### config.mk
export PLATFORM = sky130hd
export DESIGN_NAME = unbm_top
export DESIGN_NICKNAME = d
export VERILOG_FILES = /design/src/rtl/unbm_pkg.sv /design/src/rtl/unbm_rx.sv /design/src/rtl/unbm_top.sv
export SDC_FILE = /design/constraint.sdc
export NUM_CORES = 1
export LEC_CHECK = 0
export BUFFER_PORTS_ARGS = -buffer_cell sky130_fd_sc_hd__buf_2
export CELL_PAD_IN_SITES_DETAIL_PLACEMENT = 1
export CELL_PAD_IN_SITES_GLOBAL_PLACEMENT = 1
export CORE_MARGIN = 2
export CORE_UTILIZATION = 35
export CTS_CLUSTER_SIZE = 16
export DETAILED_ROUTE_END_ITERATION = 10
export PLACE_DENSITY_LB_ADDON = 0.1
export SLEW_MARGIN = 25
export SYNTH_ARGS = -nofsm -noshare
export SYNTH_HDL_FRONTEND = slang
export SYNTH_SLANG_ARGS = --single-unit
export TNS_END_PERCENT = 30
### constraint.sdc
create_clock -name aclk -period 3.4 [get_ports aclk]
set_input_delay 0.34 -clock aclk [delete_from_list [all_inputs] [get_ports aclk]]
set_output_delay 0.34 -clock aclk [all_outputs]
set_load 0.01 [all_outputs]
### src/rtl/unbm_pkg.sv
// Purpose: constants and carriers for the nine-bit serial port (modes 2 and 3)
// Assumes: 32-bit AXI4-Lite register access, one clock
// Notes:
package unbm_pkg;

    localparam int            UNBM_AW        = 4;
    localparam logic [3:0]    UNBM_CTRL_OFS  = 4'h0;
    localparam logic [3:0]    UNBM_BUF_OFS   = 4'h4;
    localparam logic [3:0]    UNBM_STAT_OFS  = 4'h8;

    localparam int            UNBM_RXF_BIT   = 0;
    localparam int            UNBM_TXF_BIT   = 1;
    localparam int            UNBM_RB9_BIT   = 2;
    localparam int            UNBM_TB9_BIT   = 3;
    localparam int            UNBM_REN_BIT   = 4;
    localparam int            UNBM_MPF_BIT   = 5;
    localparam int            UNBM_MODE3_BIT = 6;
    localparam int            UNBM_DBL_BIT   = 7;
    localparam logic [7:0]    UNBM_CTRL_RST  = 8'h00;

    localparam logic [3:0]    UNBM_CNT_LAST  = 4'hf;
    localparam logic [3:0]    UNBM_SMP_A     = 4'h7;
    localparam logic [3:0]    UNBM_SMP_B     = 4'h8;
    localparam logic [3:0]    UNBM_SMP_C     = 4'h9;
    localparam logic [8:0]    UNBM_SHIFT_RST = 9'h1ff;

    localparam logic [1:0]    UNBM_OKAY      = 2'b00;
    localparam logic [1:0]    UNBM_SLVERR    = 2'b10;

    typedef struct packed {
        logic [UNBM_AW-1:0] awaddr;
        logic               awvalid;
        logic [31:0]        wdata;
        logic [3:0]         wstrb;
        logic               wvalid;
        logic               bready;
        logic [UNBM_AW-1:0] araddr;
        logic               arvalid;
        logic               rready;
    } unbm_axireq_type;

    typedef struct packed {
        logic               awready;
        logic               wready;
        logic [1:0]         bresp;
        logic               bvalid;
        logic               arready;
        logic [31:0]        rdata;
        logic [1:0]         rresp;
        logic               rvalid;
    } unbm_axirsp_type;

    typedef struct packed {
        logic               load;
        logic               ninth;
        logic [7:0]         data;
    } unbm_rxres_type;

endpackage : unbm_pkg

### src/rtl/unbm_rx.sv
// Purpose: receive side of the nine-bit serial port
// Assumes: rxd_level already synchronised; sample_tick at 16x bit rate
// Notes: result.load is a one-cycle pulse
`timescale 1ns/10ps
module unbm_rx (
    input  wire logic                    aclk,             // Clock
    input  wire logic                    aresetn,          // Sync reset, low
    input  wire logic                    sample_tick,      // 16x bit-rate enable
    input  wire logic                    rxd_level,        // Filtered line
    input  wire logic                    rx_enable,        // Receiver on
    input  wire logic                    multiproc_filter, // Ninth-bit filter
    input  wire logic                    rx_done_flag,     // Current flag
    output logic                         rx_active,        // Frame in progress
    output unbm_pkg::unbm_rxres_type     rx_result         // Accepted frame
);
    import unbm_pkg::*;

    typedef enum logic [2:0] {
        RX_IDLE = 3'b001,
        RX_BITS = 3'b010,
        RX_STOP = 3'b100
    } unbm_rxst_type;

    unbm_rxst_type  state_reg;
    logic [3:0]     cnt_reg;
    logic [2:0]     smp_reg;
    logic [8:0]     shift_reg;
    logic           prev_reg;
    logic           vote;
    logic           bit_end;
    logic           fall;

    assign vote    = (smp_reg[0] & smp_reg[1]) | (smp_reg[0] & smp_reg[2])
                   | (smp_reg[1] & smp_reg[2]);
    assign bit_end = sample_tick && (cnt_reg == UNBM_CNT_LAST);
    assign fall    = prev_reg && !rxd_level;

    always_ff @(posedge aclk) begin
        if (!aresetn) begin
            prev_reg <= 1'b1;
        end else if (sample_tick) begin
            prev_reg <= rxd_level;
        end
    end

    always_ff @(posedge aclk) begin
        if (!aresetn) begin
            smp_reg <= 3'h7;
        end else if (sample_tick && (cnt_reg == UNBM_SMP_A || cnt_reg == UNBM_SMP_B
                                     || cnt_reg == UNBM_SMP_C)) begin
            smp_reg <= {smp_reg[1:0], rxd_level};
        end
    end

    always_ff @(posedge aclk) begin
        if (!aresetn) begin
            state_reg <= RX_IDLE;
            cnt_reg   <= 4'h0;
            shift_reg <= UNBM_SHIFT_RST;
        end else begin
            case (state_reg)
                RX_IDLE: begin
                    if (sample_tick && fall && rx_enable) begin
                        state_reg <= RX_BITS;
                        cnt_reg   <= 4'h0;
                        shift_reg <= UNBM_SHIFT_RST;
                    end
                end
                RX_BITS: begin
                    if (sample_tick) begin
                        cnt_reg <= cnt_reg + 4'h1;
                    end
                    if (bit_end) begin
                        if (shift_reg == UNBM_SHIFT_RST && vote) begin
                            state_reg <= RX_IDLE;
                        end else begin
                            shift_reg <= {vote, shift_reg[8:1]};
                            if (!shift_reg[0]) begin
                                state_reg <= RX_STOP;
                            end
                        end
                    end
                end
                RX_STOP: begin
                    if (sample_tick) begin
                        cnt_reg <= cnt_reg + 4'h1;
                    end
                    if (bit_end) begin
                        state_reg <= RX_IDLE;
                    end
                end
                default: begin
                    state_reg <= RX_IDLE;
                end
            endcase
        end
    end

    always_ff @(posedge aclk) begin
        if (!aresetn) begin
            rx_result <= '0;
            rx_active <= 1'b0;
        end else begin
            rx_active      <= (state_reg != RX_IDLE);
            rx_result.load <= 1'b0;
            if (state_reg == RX_BITS && bit_end && !shift_reg[0]
                && shift_reg != UNBM_SHIFT_RST) begin
                if (!rx_done_flag && (!multiproc_filter || vote)) begin
                    rx_result.load  <= 1'b1;
                    rx_result.ninth <= vote;
                    rx_result.data  <= shift_reg[8:1];
                end
            end
        end
    end

endmodule : unbm_rx

### src/rtl/unbm_top.sv
// Purpose: nine-bit serial port, modes 2 and 3, with AXI4-Lite registers
// Assumes: timer1_ovf is a one-cycle pulse on aclk; rxd is asynchronous
// Notes: aclk is the oscillator; all outputs are registered
`timescale 1ns/10ps
module unbm_top (
    input  wire logic                    aclk,       // Clock, oscillator
    input  wire logic                    aresetn,    // Sync reset, low
    input  unbm_pkg::unbm_axireq_type    axi_req,    // AXI4-Lite from master
    output unbm_pkg::unbm_axirsp_type    axi_rsp,    // AXI4-Lite to master
    input  wire logic                    timer1_ovf, // Timer 1 overflow pulse
    input  wire logic                    rxd,        // Receive line pin
    output logic                         txd         // Transmit line pin
);
    import unbm_pkg::*;

    typedef enum logic [2:0] {
        TX_IDLE  = 3'b001,
        TX_START = 3'b010,
        TX_DATA  = 3'b100
    } unbm_txst_type;

    // Control bits
    logic           mode3_reg;
    logic           dbl_reg;
    logic           multiproc_filter;
    logic           ren_reg;
    logic           tx_ninth_bit;
    logic           rx_ninth_bit;
    logic           tx_done_flag;
    logic           rx_done_flag;
    logic [7:0]     serial_buffer;
    logic [7:0]     serial_control;

    // Bus slave state
    logic                  aw_held_reg;
    logic [UNBM_AW-1:0]    awaddr_reg;
    logic                  w_held_reg;
    logic [31:0]           wdata_reg;
    logic [3:0]            wstrb_reg;
    logic                  aw_take;
    logic                  w_take;
    logic                  ar_take;
    logic                  wr_do;
    logic                  wr_ctrl;
    logic                  wr_buf;
    logic                  wr_hit;
    logic [31:0]           rd_data;
    logic [1:0]            rd_resp;

    // Rate generation
    logic           src_pulse;
    logic           half_reg;
    logic           tick_reg;
    logic [3:0]     txcnt_reg;
    logic           bit_tick;

    // Transmitter
    unbm_txst_type  txst_reg;
    logic [8:0]     txsr_reg;
    logic           txreq_reg;
    logic           shifted_reg;
    logic           tx_last;

    // Receive line synchroniser
    logic           rxd_s1_reg;
    logic           rxd_s2_reg;
    logic           rxd_s3_reg;
    logic           rxd_level_reg;

    logic           rx_active;
    unbm_rxres_type rx_result;

    // ---------------- AXI4-Lite slave ----------------

    assign aw_take = axi_req.awvalid && axi_rsp.awready;
    assign w_take  = axi_req.wvalid && axi_rsp.wready;
    assign ar_take = axi_req.arvalid && axi_rsp.arready;
    assign wr_do   = aw_held_reg && w_held_reg && !axi_rsp.bvalid;
    assign wr_hit  = (awaddr_reg == UNBM_CTRL_OFS) || (awaddr_reg == UNBM_BUF_OFS)
                   || (awaddr_reg == UNBM_STAT_OFS);
    assign wr_ctrl = wr_do && wstrb_reg[0] && (awaddr_reg == UNBM_CTRL_OFS);
    assign wr_buf  = wr_do && wstrb_reg[0] && (awaddr_reg == UNBM_BUF_OFS);

    always_ff @(posedge aclk) begin
        if (!aresetn) begin
            aw_held_reg     <= 1'b0;
            awaddr_reg      <= '0;
            axi_rsp.awready <= 1'b0;
        end else begin
            if (aw_take) begin
                aw_held_reg <= 1'b1;
                awaddr_reg  <= axi_req.awaddr;
            end else if (wr_do) begin
                aw_held_reg <= 1'b0;
            end
            axi_rsp.awready <= !(aw_take || (aw_held_reg && !wr_do));
        end
    end

    always_ff @(posedge aclk) begin
        if (!aresetn) begin
            w_held_reg     <= 1'b0;
            wdata_reg      <= 32'h0000_0000;
            wstrb_reg      <= 4'h0;
            axi_rsp.wready <= 1'b0;
        end else begin
            if (w_take) begin
                w_held_reg <= 1'b1;
                wdata_reg  <= axi_req.wdata;
                wstrb_reg  <= axi_req.wstrb;
            end else if (wr_do) begin
                w_held_reg <= 1'b0;
            end
            axi_rsp.wready <= !(w_take || (w_held_reg && !wr_do));
        end
    end

    always_ff @(posedge aclk) begin
        if (!aresetn) begin
            axi_rsp.bvalid <= 1'b0;
            axi_rsp.bresp  <= UNBM_OKAY;
        end else if (wr_do) begin
            axi_rsp.bvalid <= 1'b1;
            axi_rsp.bresp  <= wr_hit ? UNBM_OKAY : UNBM_SLVERR;
        end else if (axi_req.bready) begin
            axi_rsp.bvalid <= 1'b0;
        end
    end

    assign serial_control = {dbl_reg, mode3_reg, multiproc_filter, ren_reg,
                             tx_ninth_bit, rx_ninth_bit, tx_done_flag, rx_done_flag};

    always_comb begin
        rd_data = 32'h0000_0000;
        rd_resp = UNBM_OKAY;
        case (axi_req.araddr)
            UNBM_CTRL_OFS: begin
                rd_data = {24'h00_0000, serial_control};
            end
            UNBM_BUF_OFS: begin
                rd_data = {24'h00_0000, serial_buffer};
            end
            UNBM_STAT_OFS: begin
                rd_data = {30'h0000_0000, rx_active, (txst_reg != TX_IDLE)};
            end
            default: begin
                rd_resp = UNBM_SLVERR;
            end
        endcase
    end

    always_ff @(posedge aclk) begin
        if (!aresetn) begin
            axi_rsp.rvalid  <= 1'b0;
            axi_rsp.rdata   <= 32'h0000_0000;
            axi_rsp.rresp   <= UNBM_OKAY;
            axi_rsp.arready <= 1'b0;
        end else begin
            if (ar_take) begin
                axi_rsp.rvalid <= 1'b1;
                axi_rsp.rdata  <= rd_data;
                axi_rsp.rresp  <= rd_resp;
            end else if (axi_req.rready) begin
                axi_rsp.rvalid <= 1'b0;
            end
            axi_rsp.arready <= !(ar_take || (axi_rsp.rvalid && !axi_req.rready));
        end
    end

    // ---------------- Control register ----------------

    always_ff @(posedge aclk) begin
        if (!aresetn) begin
            dbl_reg          <= UNBM_CTRL_RST[UNBM_DBL_BIT];
            mode3_reg        <= UNBM_CTRL_RST[UNBM_MODE3_BIT];
            multiproc_filter <= UNBM_CTRL_RST[UNBM_MPF_BIT];
            ren_reg          <= UNBM_CTRL_RST[UNBM_REN_BIT];
            tx_ninth_bit     <= UNBM_CTRL_RST[UNBM_TB9_BIT];
        end else if (wr_ctrl) begin
            dbl_reg          <= wdata_reg[UNBM_DBL_BIT];
            mode3_reg        <= wdata_reg[UNBM_MODE3_BIT];
            multiproc_filter <= wdata_reg[UNBM_MPF_BIT];
            ren_reg          <= wdata_reg[UNBM_REN_BIT];
            tx_ninth_bit     <= wdata_reg[UNBM_TB9_BIT];
        end
    end

    // Hardware set wins over a software clear in the same cycle
    always_ff @(posedge aclk) begin
        if (!aresetn) begin
            tx_done_flag <= UNBM_CTRL_RST[UNBM_TXF_BIT];
        end else if (tx_last) begin
            tx_done_flag <= 1'b1;
        end else if (wr_ctrl && !wdata_reg[UNBM_TXF_BIT]) begin
            tx_done_flag <= 1'b0;
        end
    end

    always_ff @(posedge aclk) begin
        if (!aresetn) begin
            rx_done_flag <= UNBM_CTRL_RST[UNBM_RXF_BIT];
        end else if (rx_result.load) begin
            rx_done_flag <= 1'b1;
        end else if (wr_ctrl && !wdata_reg[UNBM_RXF_BIT]) begin
            rx_done_flag <= 1'b0;
        end
    end

    always_ff @(posedge aclk) begin
        if (!aresetn) begin
            rx_ninth_bit  <= UNBM_CTRL_RST[UNBM_RB9_BIT];
            serial_buffer <= 8'h00;
        end else if (rx_result.load) begin
            rx_ninth_bit  <= rx_result.ninth;
            serial_buffer <= rx_result.data;
        end
    end

    // ---------------- Rate generation ----------------

    // Mode 2 counts oscillator cycles, mode 3 counts timer 1 overflows
    assign src_pulse = mode3_reg ? timer1_ovf : 1'b1;

    always_ff @(posedge aclk) begin
        if (!aresetn) begin
            half_reg <= 1'b0;
            tick_reg <= 1'b0;
        end else begin
            tick_reg <= 1'b0;
            if (src_pulse) begin
                if (dbl_reg) begin
                    tick_reg <= 1'b1;
                end else begin
                    half_reg <= !half_reg;
                    tick_reg <= half_reg;
                end
            end
        end
    end

    // Free-running divide-by-16 that paces the transmitter
    always_ff @(posedge aclk) begin
        if (!aresetn) begin
            txcnt_reg <= 4'h0;
        end else if (tick_reg) begin
            txcnt_reg <= txcnt_reg + 4'h1;
        end
    end

    assign bit_tick = tick_reg && (txcnt_reg == UNBM_CNT_LAST);

    // ---------------- Transmitter ----------------

    assign tx_last = bit_tick && (txst_reg == TX_DATA) && shifted_reg
                   && (txsr_reg[8:2] == 7'h00) && txsr_reg[1];

    // A buffer write during a frame reloads the shift register as it stands
    always_ff @(posedge aclk) begin
        if (!aresetn) begin
            txst_reg    <= TX_IDLE;
            txsr_reg    <= 9'h000;
            txreq_reg   <= 1'b0;
            shifted_reg <= 1'b0;
        end else begin
            case (txst_reg)
                TX_IDLE: begin
                    if (bit_tick && txreq_reg) begin
                        txst_reg  <= TX_START;
                        txreq_reg <= 1'b0;
                    end
                end
                TX_START: begin
                    if (bit_tick) begin
                        txst_reg <= TX_DATA;
                    end
                end
                TX_DATA: begin
                    if (tx_last) begin
                        txsr_reg    <= {1'b0, txsr_reg[8:1]};
                        txst_reg    <= TX_IDLE;
                        shifted_reg <= 1'b0;
                    end else if (bit_tick) begin
                        txsr_reg    <= {!shifted_reg, txsr_reg[8:1]};
                        shifted_reg <= 1'b1;
                    end
                end
                default: begin
                    txst_reg <= TX_IDLE;
                end
            endcase
            if (wr_buf) begin
                txsr_reg  <= {tx_ninth_bit, wdata_reg[7:0]};
                txreq_reg <= 1'b1;
            end
        end
    end

    // Start bit while gated on, shift output in data phase, else idle high
    always_ff @(posedge aclk) begin
        if (!aresetn) begin
            txd <= 1'b1;
        end else begin
            txd <= (txst_reg == TX_IDLE)
                 || ((txst_reg == TX_DATA) && txsr_reg[0]);
        end
    end

    // ---------------- Receiver ----------------

    always_ff @(posedge aclk) begin
        if (!aresetn) begin
            rxd_s1_reg    <= 1'b1;
            rxd_s2_reg    <= 1'b1;
            rxd_s3_reg    <= 1'b1;
            rxd_level_reg <= 1'b1;
        end else begin
            rxd_s1_reg <= rxd;
            rxd_s2_reg <= rxd_s1_reg;
            rxd_s3_reg <= rxd_s2_reg;
            if (rxd_s2_reg == rxd_s3_reg) begin
                rxd_level_reg <= rxd_s3_reg;
            end
        end
    end

    unbm_rx u_rx (
        .aclk             (aclk),
        .aresetn          (aresetn),
        .sample_tick      (tick_reg),
        .rxd_level        (rxd_level_reg),
        .rx_enable        (ren_reg),
        .multiproc_filter (multiproc_filter),
        .rx_done_flag     (rx_done_flag),
        .rx_active        (rx_active),
        .rx_result        (rx_result)
    );

endmodule : unbm_top

After elaboration in Yosys (flattened, before gate mapping)
Cells that the tools add are included.
{"block": "totals", "output_inout_bits": 42, "regBits": 128, "in_bits": 53, "wordCells": 205}
{"block": "op_classes", "n_eq_ne": 29, "bitwise": 6, "mux": 43, "reduce_logical": 82, "add_sub_neg": 2}
{"cell": "$mux 9", "n": 7}
{"cell": "$logic_and 1x1->1", "n": 30}
{"cell": "$eq 4x4->1 const B", "n": 6}
{"cell": "$mux 3", "n": 8}
{"cell": "$pmux 8 s3", "n": 1}
{"cell": "$reduce_bool 2->1", "n": 12}
{"cell": "$mux 1", "n": 18}
{"cell": "$pmux 3 s3", "n": 2}
{"cell": "$pmux 9 s2", "n": 1}
{"cell": "$logic_not 1->1", "n": 14}
{"cell": "$reduce_and 2->1", "n": 7}
{"cell": "$eq 4x3->1 const B", "n": 3}
{"cell": "$mux 10", "n": 1}
{"cell": "$eq 9x9->1 const B", "n": 1}
{"cell": "$logic_or 1x1->1", "n": 9}
{"cell": "$ne 9x9->1 const B", "n": 1}
{"cell": "$add 4x1->4 const B", "n": 2}
{"cell": "$logic_not 4->1", "n": 2}
{"cell": "$mux 4", "n": 2}
{"cell": "$ne 2x1->1 const B", "n": 4}
{"cell": "$ne 2x2->1 const B", "n": 4}
{"cell": "$pmux 4 s2", "n": 1}
{"cell": "$reduce_and 4->1", "n": 2}
{"cell": "$logic_not 7->1", "n": 1}
{"cell": "14 further kinds", "n": 23}

Logic depth before layout (Yosys ltp)
{"block": "depth", "ltp_word": 9, "mapped_depth": 6, "ltp_nobuf": 6}

Modules after synthesis
From an unflattened synthesis, not the netlist that was laid out.
{"block": "hier_totals", "cells_unflattened": 510, "hier_area_um2": 4505.6}
{"module": "unbm_top", "seq_area_each_um2": 1421.4, "instances": 1, "area_per_inst_um2": 3069.2, "cells_per_inst": 347}
{"module": "unbm_rx", "seq_area_each_um2": 620.6, "instances": 1, "area_per_inst_um2": 1436.4, "cells_per_inst": 163}

Worst setup path after synthesis
No wires, ideal clock.
{"block": "synth_path", "path_kind": "reg2reg", "startpoint": "register txcnt_reg[0]", "endpoint": "register txsr_reg[7]", "setup_slack_ns": 1.704, "synth_period_minus_slack_ns": 1.696, "setup_time_ns": 0.086, "n_path_buf": 1, "t_arrival_ns": 1.611, "path_stages_with_launch": 7, "required_ns": 3.314, "cell_sequence": "dfxtp_1 ha_1 nand4_1 or4_1 buf_4 mux2i_1 a211oi_1"}
{"block": "synth_via", "elab_chain_len": 9, "word_cells_on_any_way": 11, "cone_classes": "eq/ne (1); mux (3); reduce/logical (7)"}
{"item": "start: declaration", "line_no": "unbm_top.sv:54", "text": "logic [3:0] txcnt_reg;"}
{"item": "start signal: assignment", "line_no": "unbm_top.sv:246", "text": "txcnt_reg <= txcnt_reg + 4'h1;"}
{"item": "$eq 4x4->1 *", "line_no": "unbm_top.sv:250", "text": "assign bit_tick = tick_reg && (txcnt_reg == UNBM_CNT_LAST);"}
{"item": "$logic_and 1x1->1 *", "line_no": "unbm_top.sv:250"}
{"item": "$logic_and 1x1->1 (2 in series)", "line_no": "unbm_top.sv:254", "text": "assign tx_last = bit_tick && (txst_reg == TX_DATA) && shifted_reg"}
{"item": "$logic_and 1x1->1 (2 in series)", "line_no": "unbm_top.sv:255", "text": "&& (txsr_reg[8:2] == 7'h00) && txsr_reg[1];"}
{"item": "$mux 9", "line_no": "unbm_top.sv:278", "text": "if (tx_last) begin"}
{"item": "$mux 9", "line_no": "unbm_top.sv:265", "text": "case (txst_reg)"}
{"item": "$mux 9", "line_no": "unbm_top.sv:291", "text": "if (wr_buf) begin"}
{"item": "end signal: assignment", "line_no": "unbm_top.sv:279", "text": "txsr_reg <= {1'b0, txsr_reg[8:1]};"}
{"item": "end signal: assignment", "line_no": "unbm_top.sv:283", "text": "txsr_reg <= {!shifted_reg, txsr_reg[8:1]};"}
{"item": "end signal: assignment", "line_no": "unbm_top.sv:292", "text": "txsr_reg <= {tx_ninth_bit, wdata_reg[7:0]};"}
{"item": "end: declaration", "line_no": "unbm_top.sv:59", "text": "logic [8:0] txsr_reg;"}
Every way passes the cells marked *; elsewhere a longest branch is shown, timed or not. The select of a mux whose other input is x is not followed.
A chain may end at the register's enable or synchronous reset.

Worst setup path in the final report
{"block": "layout_path", "startpoint": "register txcnt_reg[0]", "endpoint": "register txsr_reg[2]"}
The elaborated chain is that of the path after synthesis.

==> results.cfg <==
[clock_tree]
cts_sinks = 102
cts_hold_buf = 0
insertion_delay_ns = 0.34
cts_tree = done
path_clk_slew_ns = 0.07
clockBufferDepth = 2
ctsRootBufferMaster = clkbuf_16
cts_buffers = 9
h-tree-depth = 3
post_cts_buffers = 0
cts_resized = 0

[outcome]
outcome = complete, no violations

[cells_and_area]
drive_above_1_share_pct = 13.0
largest_register_ffs = 15
insertedDiodeCount = 0
n_fill_cell = 1439
fin_cells = 682
final_nets = 566
area_growth_pct = 12.6
top_regs = axi_rsp x15, u_rx.rx_result x10
largest-register = axi_rsp

[floorplan]
initial_core_util_pct = 36.1
io_pins = 95
die_h_um = 116
die_area_mm2 = 0.0134
die_width_um = 116
core_mm2 = 0.0121
rows = 40

[setup_path]
critPathRequiredTime_ns = 3.65
crit_path_end_kind = flop
r2r_cells = 5
critPathLaunchType = flop
path_max_fanout = 11
rr_startpoint = txcnt_reg[0]
arrival_ns = 2.35
crit_start = txcnt_reg[0]
critPathKind = reg2reg
r2r_end = txsr_reg[2]
ff2ff_setup_slack_ns = 1.29

[drt]
first_iter_violations = 154
dr.pass1.iters = 4
post_drt_wl_per_cell_um = 14.4
ant_nets = 0
via_per_inst = 4.86
vias = 3312
finalWirelength_um = 9840
drc_errors = 0

[worst_hold_path]
min_path_cells = 2
min-delay-start = rxd
hold_path_class = in2reg
hold_end = rxd_s1_reg

[pwr]
vdd_drop_max_uv = 232
power_leakage_uw = 0.00210
power-per-cell-area_mw_per_mm2 = 475

[yosys]
synth_edf_count = 0
synth-seq-cells = 102
synth-main-ff-cell = dfxtp_1
synth_seq_area_share_pct = 46.7
syn_area_mm2 = 0.00437
synth_cell_type_count = 61
ys_warn_count = 0
avgSynthCellArea_um2 = 9.15
ys_async_sr_fraction_pct = 0
syn_inst = 478

[sta]
max-slew-margin-rel_pct = 44.2
slew_violations = 0
fmaxAchievable_ghz = 0.475
tns_ns = 0
finClkSkew_ns = 0.00446
setup_viol = 0
period_share_pct = 61.9
final_hold_viol_count = 0
worst_pin_slew_ns = 0.816
rsz0062_at_grt = false
fin_crit_ns = 2.11

[run]
max-cap-violations = 0

[global_routing]
grt_pass1_vias = 3237
grt-ovfl-total = 0
grt_max_degree = 51
grt_first_pass_wirelength_um = 16100
grt_antenna_before_repair = 0
grtUsageTotal_pct = 15.5

[place]
hpwl_um = 6950
port-buffer-count = 41
post-place-cells = 666
globalplace.congestion = 0.712
[how the worst max path moves through the flow]
stage,endpoint,cells after the start
final,txsr_reg[2],5
after global routing,txsr_reg[2],5
after CTS,u_rx.shift_reg[3],4
after detailed placement,txsr_reg[2],5
after global placement,u_rx.shift_reg[6],4
after floorplan,txsr_reg[7],6
[worst max-delay path, stage by stage (launching register included)]
cell and delay, ns:
dfxtp_1 0.38, ha_1 0.18, nand4_1 0.23, or4_1 0.75, mux2i_1 0.20, a211oi_1 0.27
[cell usage after synthesis, drive strengths merged, types with 6 or more instances]
cell / count / share of area, %
nor2: 76 / 6.5
nand2: 35 / 3.0
dfxtp: 102 / 47
o21ai: 16 / 1.8
clkbuf: 17 / 1.5
a2bb2oi: 6 / 1.2
a211oi: 11 / 1.9
a21oi: 27 / 3.1
nand3: 13 / 1.5
nand2b: 8 / 1.1
buf: 32 / 5.2
mux2i: 50 / 11
inv: 9 / 0.77
[cell type report]
type                       instances  area (µm²)  share of cell area (%)
multi-input combinational        343        2100                    42.7
clock buffer                      14         284                    5.77
timing repair buffer              44         240                    4.88
sequential                       102        2040                    41.5
tap                              168         210                    4.27
inverter                           9        33.8                   0.686
clock inverter                     2        13.8                   0.279
[logic make-up after synthesis]
logic type	share of synthesized area, %
adders and majority gates	1.37
AOI/OAI and AO/OA	12.0
other	0.0858
xor gates and xnor gates	1.40
and+or+nand+nor	19.3
muxes	11.7
DFF	46.7
buffers and inverters	7.47
[stage by stage]
stage / power (µW) / hold slack [ns] / setup WS, ns / area (µm²) / utilization, %
global placement: 1360 / 0.391 / 1.35 / 4620 / 38.2
finish: 2340 / 0.180 / 1.29 / 4930 / 40.7
floorplan: 1340 / 0.386 / 1.70 / 4470 / -
detailed placement: 1360 / 0.400 / 1.29 / 4620 / 38.2
CTS: 2390 / 0.165 / 1.28 / 4920 / 40.6
global route: 2450 / 0.178 / 1.15 / 4930 / 40.7
[placed cells by master (no fill, tap or decap), types with 3 or more instances in the layout]
cell type,n
nand3_1,13
clkbuf_8,4
ha_1,4
nor3_1,5
a2bb2oi_1,6
mux2i_1,50
inv_1,8
nand2b_1,8
dfxtp_1,102
conb_1,26
a211oi_1,11
nor2_1,76
nand4_1,3
clkbuf_16,9
a21oi_1,27
buf_2,41
nand2_1,35
o21ai_0,15
nand3b_1,4
and2_1,5
and3_1,4
xnor2_1,5
[power by group]
group	leakage, µW	internal (µW)	switching (µW)
Sequential	0.000826	1210	13.7
Clock	0.000149	577	427
Combinational	0.00112	36.2	71.8
[routing by layer]
layer	wire length, µm	vias to the layer above	global-route usage [%]
li1	-	1691	-
met1	4890	1559	20.0
met2	4540	53	25.1
met3	300	9	4.39
met4	107	0	5.16
met5	0	-	0
Power figures use the tool's default switching activity.
